<file path="config.mk">
export PLATFORM = sky130hd
export DESIGN_NAME = clock_divider_settings
export DESIGN_NICKNAME = d
export VERILOG_FILES = /design/src/hw/clock_divider_settings_pkg.sv /design/src/hw/clock_divider_settings.sv
export SDC_FILE = /design/constraint.sdc
export NUM_CORES = 1
export LEC_CHECK = 0
export ABC_AREA = 1
export ABC_CLOCK_PERIOD_IN_PS = 1970
export BUFFER_PORTS_ARGS = -buffer_cell sky130_fd_sc_hd__buf_4
export CORE_ASPECT_RATIO = 1.75
export CORE_MARGIN = 10
export CORE_UTILIZATION = 55
export CTS_CLUSTER_SIZE = 24
export DETAILED_ROUTE_END_ITERATION = 10
export PLACE_DENSITY_LB_ADDON = 0.05
export SETUP_SLACK_MARGIN = 0.02
export SLEW_MARGIN = 10
export SYNTH_ARGS = -nofsm -noshare
export SYNTH_HDL_FRONTEND = slang
export SYNTH_SLANG_ARGS = --single-unit
</file>
<file path="constraint.sdc">
create_clock -name CLK -period 1.97 [get_ports CLK]
set_clock_uncertainty 0.15 [all_clocks]
set_input_delay 0.394 -clock CLK [delete_from_list [all_inputs] [get_ports CLK]]
set_output_delay 0.394 -clock CLK [all_outputs]
set_load 0.1 [all_outputs]
</file>
<file path="src/hw/clock_divider_settings_pkg.sv">
// constants and types for the divider settings bank
package clock_divider_settings_pkg;

  // register offsets
  localparam logic [7:0] OUTPUT_HIGHSPEED_DIVIDE_OFS = 8'h19;
  localparam logic [7:0] OUTPUT_ONE_DIVIDE_HIGH_OFS = 8'h1f;
  localparam logic [7:0] OUTPUT_ONE_DIVIDE_MID_OFS = 8'h20;
  localparam logic [7:0] OUTPUT_ONE_DIVIDE_LOW_OFS = 8'h21;
  localparam logic [7:0] OUTPUT_TWO_DIVIDE_HIGH_OFS = 8'h22;
  localparam logic [7:0] OUTPUT_TWO_DIVIDE_MID_OFS = 8'h23;
  localparam logic [7:0] OUTPUT_TWO_DIVIDE_LOW_OFS = 8'h24;
  localparam logic [7:0] FEEDBACK_DIVIDE_HIGH_OFS = 8'h28;

  // field positions
  localparam int HS_CODE_LSB = 5;
  localparam int HS_CODE_MSB = 7;
  localparam int LS_NIBBLE_LSB = 0;
  localparam int LS_NIBBLE_MSB = 3;

  // reset values
  localparam logic [7:0] OUTPUT_HIGHSPEED_DIVIDE_RST = 8'h20;
  localparam logic [7:0] OUTPUT_DIVIDE_HIGH_RST = 8'h00;
  localparam logic [7:0] OUTPUT_DIVIDE_MID_RST = 8'h00;
  localparam logic [7:0] OUTPUT_DIVIDE_LOW_RST = 8'h31;
  localparam logic [7:0] FEEDBACK_DIVIDE_HIGH_RST = 8'hc0;

  // divider arithmetic
  localparam logic [3:0] HS_RATIO_BASE = 4'h4;
  localparam logic [2:0] HS_CODE_NO_SKEW = 3'h0;
  localparam logic [20:0] LS_RATIO_STEP = 21'h000001;

  typedef struct packed {
    logic [3:0] output_highspeed_ratio;
    logic [20:0] output_one_lowspeed_ratio;
    logic [20:0] output_two_lowspeed_ratio;
    logic [3:0] feedback_highspeed_ratio;
    logic [20:0] feedback_lowspeed_ratio;
  } div_ratios_t;

  typedef struct packed {
    logic [7:0] addr;
    logic write;
    logic read;
    logic [7:0] wdata;
  } reg_req_t;

endpackage

</file>
<file path="src/hw/clock_divider_settings.sv">
// divider chain configuration registers and ratio outputs
`timescale 1ns/1ps

// Overview of operation
// - output high-speed ratio is code plus four
// - output code zero blocks coarse skew changes
// - output one low-speed field from three registers
// - output two low-speed field from three registers
// - feedback high-speed ratio is code plus four
// - feedback low-speed top nibble beside feedback code
// - feedback low-speed ratio is field plus one
// - output high-speed register resets to 0x20
// - feedback high-speed register resets to 0xc0
// - output low byte registers reset to 0x31
module clock_divider_settings
  import clock_divider_settings_pkg::*;
(
  input wire logic CLK,
  input wire logic SRST,
  input wire reg_req_t REG_REQ,
  output logic [7:0] REG_RDATA,
  output logic REG_RVALID,
  input wire logic SKEW_INC,
  input wire logic LATENCY_CHANGE,
  output logic SKEW_STEP,
  input wire logic [15:0] FEEDBACK_LOWSPEED_LOW,
  output div_ratios_t DIV_RATIOS
);

  function automatic logic [3:0] hs_ratio(input logic [2:0] code);
    hs_ratio = HS_RATIO_BASE + {1'b0, code};
  endfunction

  function automatic logic [20:0] ls_ratio(input logic [19:0] field);
    ls_ratio = {1'b0, field} + LS_RATIO_STEP;
  endfunction

  function automatic logic reg_hit(input logic [7:0] addr, input logic [7:0] ofs);
    reg_hit = (addr == ofs);
  endfunction

  logic [2:0] output_highspeed_div_code;
  logic [3:0] output_one_lowspeed_top;
  logic [7:0] output_one_lowspeed_mid;
  logic [7:0] output_one_lowspeed_low;
  logic [19:0] output_one_lowspeed_div;
  logic [3:0] output_two_lowspeed_top;
  logic [7:0] output_two_lowspeed_mid;
  logic [7:0] output_two_lowspeed_low;
  logic [19:0] output_two_lowspeed_div;
  logic [2:0] feedback_highspeed_div_code;
  logic [3:0] feedback_lowspeed_div_top;
  logic [19:0] feedback_lowspeed_div;
  logic hit_out_hs;
  logic hit_one_high;
  logic hit_one_mid;
  logic hit_one_low;
  logic hit_two_high;
  logic hit_two_mid;
  logic hit_two_low;
  logic hit_fb_high;
  logic store_out_hs;
  logic store_one_high;
  logic store_one_mid;
  logic store_one_low;
  logic store_two_high;
  logic store_two_mid;
  logic store_two_low;
  logic store_fb_high;
  logic [7:0] out_hs_word;
  logic [7:0] one_high_word;
  logic [7:0] one_mid_word;
  logic [7:0] one_low_word;
  logic [7:0] two_high_word;
  logic [7:0] two_mid_word;
  logic [7:0] two_low_word;
  logic [7:0] fb_high_word;
  logic [7:0] next_rdata;
  logic [3:0] next_output_highspeed_ratio;
  logic [20:0] next_output_one_lowspeed_ratio;
  logic [20:0] next_output_two_lowspeed_ratio;
  logic [3:0] next_feedback_highspeed_ratio;
  logic [20:0] next_feedback_lowspeed_ratio;
  logic [7:0] wd;
  logic wr;
  logic rd;
  logic skew_request;
  logic skew_allowed;

  assign wd = REG_REQ.wdata;
  assign wr = REG_REQ.write;
  assign rd = REG_REQ.read;

  // one select per mapped register
  assign hit_out_hs = reg_hit(REG_REQ.addr, OUTPUT_HIGHSPEED_DIVIDE_OFS);
  assign hit_one_high = reg_hit(REG_REQ.addr, OUTPUT_ONE_DIVIDE_HIGH_OFS);
  assign hit_one_mid = reg_hit(REG_REQ.addr, OUTPUT_ONE_DIVIDE_MID_OFS);
  assign hit_one_low = reg_hit(REG_REQ.addr, OUTPUT_ONE_DIVIDE_LOW_OFS);
  assign hit_two_high = reg_hit(REG_REQ.addr, OUTPUT_TWO_DIVIDE_HIGH_OFS);
  assign hit_two_mid = reg_hit(REG_REQ.addr, OUTPUT_TWO_DIVIDE_MID_OFS);
  assign hit_two_low = reg_hit(REG_REQ.addr, OUTPUT_TWO_DIVIDE_LOW_OFS);
  assign hit_fb_high = reg_hit(REG_REQ.addr, FEEDBACK_DIVIDE_HIGH_OFS);

  // unmapped writes match no strobe
  assign store_out_hs = wr && hit_out_hs;
  assign store_one_high = wr && hit_one_high;
  assign store_one_mid = wr && hit_one_mid;
  assign store_one_low = wr && hit_one_low;
  assign store_two_high = wr && hit_two_high;
  assign store_two_mid = wr && hit_two_mid;
  assign store_two_low = wr && hit_two_low;
  assign store_fb_high = wr && hit_fb_high;

  assign output_one_lowspeed_div = {output_one_lowspeed_top, output_one_lowspeed_mid,
                                    output_one_lowspeed_low};
  assign output_two_lowspeed_div = {output_two_lowspeed_top, output_two_lowspeed_mid,
                                    output_two_lowspeed_low};
  assign feedback_lowspeed_div = {feedback_lowspeed_div_top, FEEDBACK_LOWSPEED_LOW};

  assign skew_request = SKEW_INC || LATENCY_CHANGE;
  assign skew_allowed = (output_highspeed_div_code != HS_CODE_NO_SKEW);

  assign next_output_highspeed_ratio = hs_ratio(output_highspeed_div_code);
  assign next_output_one_lowspeed_ratio = ls_ratio(output_one_lowspeed_div);
  assign next_output_two_lowspeed_ratio = ls_ratio(output_two_lowspeed_div);
  assign next_feedback_highspeed_ratio = hs_ratio(feedback_highspeed_div_code);
  assign next_feedback_lowspeed_ratio = ls_ratio(feedback_lowspeed_div);

  // output high-speed code register
  always_ff @(posedge CLK) begin
    if (SRST) begin
      output_highspeed_div_code <=
        OUTPUT_HIGHSPEED_DIVIDE_RST[HS_CODE_MSB:HS_CODE_LSB];
    end else if (store_out_hs) begin
      output_highspeed_div_code <= wd[HS_CODE_MSB:HS_CODE_LSB];
    end
  end

  // output one low-speed field slices
  always_ff @(posedge CLK) begin
    if (SRST) begin
      output_one_lowspeed_top <= OUTPUT_DIVIDE_HIGH_RST[LS_NIBBLE_MSB:LS_NIBBLE_LSB];
    end else if (store_one_high) begin
      output_one_lowspeed_top <= wd[LS_NIBBLE_MSB:LS_NIBBLE_LSB];
    end
  end

  always_ff @(posedge CLK) begin
    if (SRST) begin
      output_one_lowspeed_mid <= OUTPUT_DIVIDE_MID_RST;
    end else if (store_one_mid) begin
      output_one_lowspeed_mid <= wd;
    end
  end

  always_ff @(posedge CLK) begin
    if (SRST) begin
      output_one_lowspeed_low <= OUTPUT_DIVIDE_LOW_RST;
    end else if (store_one_low) begin
      output_one_lowspeed_low <= wd;
    end
  end

  // output two low-speed field slices
  always_ff @(posedge CLK) begin
    if (SRST) begin
      output_two_lowspeed_top <= OUTPUT_DIVIDE_HIGH_RST[LS_NIBBLE_MSB:LS_NIBBLE_LSB];
    end else if (store_two_high) begin
      output_two_lowspeed_top <= wd[LS_NIBBLE_MSB:LS_NIBBLE_LSB];
    end
  end

  always_ff @(posedge CLK) begin
    if (SRST) begin
      output_two_lowspeed_mid <= OUTPUT_DIVIDE_MID_RST;
    end else if (store_two_mid) begin
      output_two_lowspeed_mid <= wd;
    end
  end

  always_ff @(posedge CLK) begin
    if (SRST) begin
      output_two_lowspeed_low <= OUTPUT_DIVIDE_LOW_RST;
    end else if (store_two_low) begin
      output_two_lowspeed_low <= wd;
    end
  end

  // feedback high-speed code
  always_ff @(posedge CLK) begin
    if (SRST) begin
      feedback_highspeed_div_code <=
        FEEDBACK_DIVIDE_HIGH_RST[HS_CODE_MSB:HS_CODE_LSB];
    end else if (store_fb_high) begin
      feedback_highspeed_div_code <= wd[HS_CODE_MSB:HS_CODE_LSB];
    end
  end

  always_ff @(posedge CLK) begin
    if (SRST) begin
      feedback_lowspeed_div_top <=
        FEEDBACK_DIVIDE_HIGH_RST[LS_NIBBLE_MSB:LS_NIBBLE_LSB];
    end else if (store_fb_high) begin
      feedback_lowspeed_div_top <= wd[LS_NIBBLE_MSB:LS_NIBBLE_LSB];
    end
  end

  // read-back words
  always_comb begin
    out_hs_word = 8'h00;
    one_high_word = 8'h00;
    two_high_word = 8'h00;
    fb_high_word = 8'h00;
    out_hs_word[HS_CODE_MSB:HS_CODE_LSB] = output_highspeed_div_code;
    one_high_word[LS_NIBBLE_MSB:LS_NIBBLE_LSB] = output_one_lowspeed_top;
    two_high_word[LS_NIBBLE_MSB:LS_NIBBLE_LSB] = output_two_lowspeed_top;
    fb_high_word[HS_CODE_MSB:HS_CODE_LSB] = feedback_highspeed_div_code;
    fb_high_word[LS_NIBBLE_MSB:LS_NIBBLE_LSB] = feedback_lowspeed_div_top;
  end

  assign one_mid_word = output_one_lowspeed_mid;
  assign one_low_word = output_one_lowspeed_low;
  assign two_mid_word = output_two_lowspeed_mid;
  assign two_low_word = output_two_lowspeed_low;

  // read mux, unmapped reads give zero
  always_comb begin
    next_rdata = 8'h00;
    if (hit_out_hs) begin
      next_rdata = out_hs_word;
    end else if (hit_one_high) begin
      next_rdata = one_high_word;
    end else if (hit_one_mid) begin
      next_rdata = one_mid_word;
    end else if (hit_one_low) begin
      next_rdata = one_low_word;
    end else if (hit_two_high) begin
      next_rdata = two_high_word;
    end else if (hit_two_mid) begin
      next_rdata = two_mid_word;
    end else if (hit_two_low) begin
      next_rdata = two_low_word;
    end else if (hit_fb_high) begin
      next_rdata = fb_high_word;
    end
  end

  always_ff @(posedge CLK) begin
    if (SRST) begin
      REG_RVALID <= 1'b0;
    end else begin
      REG_RVALID <= rd;
    end
  end

  // read data held until the next read
  always_ff @(posedge CLK) begin
    if (SRST) begin
      REG_RDATA <= 8'h00;
    end else if (rd) begin
      REG_RDATA <= next_rdata;
    end
  end

  always_ff @(posedge CLK) begin
    if (SRST) begin
      SKEW_STEP <= 1'b0;
    end else begin
      SKEW_STEP <= skew_request && skew_allowed;
    end
  end

  // ratios read zero during reset
  always_ff @(posedge CLK) begin
    if (SRST) begin
      DIV_RATIOS <= '0;
    end else begin
      DIV_RATIOS.output_highspeed_ratio <= next_output_highspeed_ratio;
      DIV_RATIOS.output_one_lowspeed_ratio <= next_output_one_lowspeed_ratio;
      DIV_RATIOS.output_two_lowspeed_ratio <= next_output_two_lowspeed_ratio;
      DIV_RATIOS.feedback_highspeed_ratio <= next_feedback_highspeed_ratio;
      DIV_RATIOS.feedback_lowspeed_ratio <= next_feedback_lowspeed_ratio;
    end
  end

endmodule // clock_divider_settings

</file>
==> flow_summary.toml <==
[placement]
dp_hpwl_um = 14200
place_congestion = 0.985
numPortBuffers = 118
dp_cells = 999

[power]
pwr-share-seq_pct = 41.7
p_int_mw = 4.82
power_density_nw_per_um2 = 871
p_sw_share_pct = 25.8
clkPwrFrac_pct = 48.2
p_sw_mw = 1.67
leakage_nw = 3.22
power.total_mw = 6.50
ir_drop_mv = 0.618
combPwrFrac_pct = 10.1

[worst_setup_path]
rr_startpoint = "one_mid_word[3]"
arrival_ps = 2050
end_kind = "flip-flop"
crit_fanout = 2
rr_worst_depth = 7
worst_setup_path_start_kind = "flip-flop"
crit_type = "flip-flop to flip-flop"
cp.required_ps = 2160
r2r-end = "DIV_RATIOS[65]"
reg2reg_slack_ps = 110

[clocking]
htree_num_levels = 4
postCtsSetupBuffers = 0
cts_tree = "yes"
cts_max_path_buffers = 2
root_buffer = "clkbuf_16"
cts.sinks = 131
numCtsBuffers = 17
clk_pin_slew_ps = 60
clk_latency_ps = 410

[timing]
clock.fmax_mhz = 537
hold_viol = 0
drv_slew = 0
tightest_slew_ps = 501
setup_violations = 0
grt_setup_unrepaired = "no"
slew_headroom_pct = 66.3
fin_crit_ps = 1860
tns_ps = 0
final_min_period_over_clock_period_pct = 94.6

[global_route]
grtUsageTotal_pct = 24.2
antenna_found_initial = 0
grt_pass1_vias = 5778
grt_max_degree = 56
overflow = 0
grt_pass1_wl_um = 29100

[synth]
synthCells = 746
ys.flop_type = "dfxtp_1"
yosysWarnings = 0
synth_seq_cells = 131
synthArstFlopShare_pct = 0
yosysUniqueCellTypes = 43
synth_area_sq_um = 5710
syn-num-nets = 787
synth_seq_area_share_pct = 45.9
synth_top_area_share_pct = 45.9
synth_edf_count = 0
synth_area_leaders = "dfxtp_1, a21oi_1, o21ai_0"
synth_area_leader_cell = "dfxtp_1"
syn_area_per_cell_sq_um = 7.66

[cells_and_area]
fillers = 806
antenna_cells = 0
area_delta_synth_final_pct = 30.6
final_cell_mix = "buf_4, dfxtp_1, nand2_1"
nets = 932
regArea_sq_um = 2620
multi_input_area_sq_um = 2620
final_common_cell = "buf_4"
drive_gt1_share_pct = 26.7
final_cells = 1029

[drt]
drtIter0Drc = 269
wl_per_cell_um = 18.1
drc_errors = 0
vias_per_cell = 5.45
first_pass_iters = 5
routed_wl_um = 18600
num_vias = 5604
ant_nets = 0

[worst_hold_path]
hold_depth = 2
min_from = "FEEDBACK_LOWSPEED_LOW[0]"
worstHoldPathType = "primary input to flip-flop"
whs_endpoint = "DIV_RATIOS[0]"

[die]
die-area_sq_um = 15000
die_w_um = 97.1
rows = 49
io_pins = 119
start_util_pct = 55.8
fp.dieH_um = 155
core-area_sq_um = 10200

[job]
drv_cap = 0

[run_status]
outcome = "finished clean"
metrics by stage:
stage | area, sq um | setup WS (ps) | utilization [%] | hold WS (ps)
final | 7460 | 107 | 72.9 | 22.7
after global routing | 7460 | 24.2 | 72.9 | 18.3
after CTS | 7460 | 119 | 72.9 | 10.3
after detailed placement | 6880 | 53.8 | 67.2 | 257
after global placement | 6880 | 66.7 | 67.2 | 250
after floorplan | 5710 | 308 | - | 243
worst max path at each step:
stage / startpoint / end / slack (ps) / depth (start not counted)
global placement: REG_REQ[16] / one_mid_word[1] / 70 / 9
detailed placement: REG_REQ[14] / one_mid_word[1] / 50 / 9
finish: one_mid_word[3] / DIV_RATIOS[65] / 110 / 7
CTS: one_low_word[1] / DIV_RATIOS[62] / 120 / 10
global route: one_low_word[1] / DIV_RATIOS[62] / 20 / 10
floorplan: one_low_word[0] / DIV_RATIOS[62] / 310 / 10
power by group through the flow:
stage | registers, mW | clock network, mW | logic [mW]
CTS | 2.71 | 3.15 | 0.654
detailed placement | 2.76 | 0 | 0.651
floorplan | 3.04 | 0 | 0.153
global route | 2.71 | 3.27 | 0.691
global placement | 2.76 | 0 | 0.644
finish | 2.71 | 3.13 | 0.656
registers in the layout (all words and copies together), names as in the netlist, 8 cells and up:
signal	flops
DIV_RATIOS	71
REG_RDATA	8
one_low_word	8
one_mid_word	8
output_two_lowspeed_low	8
output_two_lowspeed_mid	8
timing repair:
| item | 4_1_cts | 5_1_grt |
|---|---|---|
| hold buffers | 0 | 0 |
| endpoints found under the setup margin | 0 | 3 |
| gates resized for setup | 0 | 1 |
synthesized netlist by cell type, drive strengths merged, types with 4 or more instances:
cell type	number
o21ai	82
a21oi	94
nor3b	4
nand3	38
nor4	7
buf	9
clkbuf	12
nor2	96
xor2	6
nor3	20
nand4	20
nand2	107
inv	94
dfxtp	131
o211ai	4
o22ai	4
o21a	5
kinds of logic after synthesis:
logic type | share of synthesized area [%]
and+or+nand+nor | 26.3
AOI/OAI and AO/OA | 17.7
DFF | 45.9
buffers and inverters | 8.23
xor gates and xnor gates | 1.23
adders and majority gates | 0.657
critical path, cell delays in order (launching register included):
cell,delay (ps)
dfxtp_1,400
nand4_1,260
nor3_1,210
buf_4,160
nand4_1,70
buf_4,170
or2_2,270
a21oi_1,120
final cells by class:
class                   count  share of cell area, %
inverters                  95                   4.78
repair buffers            147                   15.0
clock inverters            13                   2.16
well taps                 127                   2.13
flip-flops and latches    131                   35.2
clock buffers              17                   5.70
multi-input cells         499                   35.1
routing by layer:
| layer | track usage [%] | wire length (um) | share of wire [%] |
|---|---|---|---|
| met5 | 0 | 0 | 0 |
| met4 | 13.6 | 845 | 4.5 |
| met3 | 5.58 | 951 | 5.1 |
| met2 | 46.2 | 10300 | 55 |
| met1 | 22.7 | 6510 | 35 |
No activity file was read; power rests on OpenSTA's default activity.
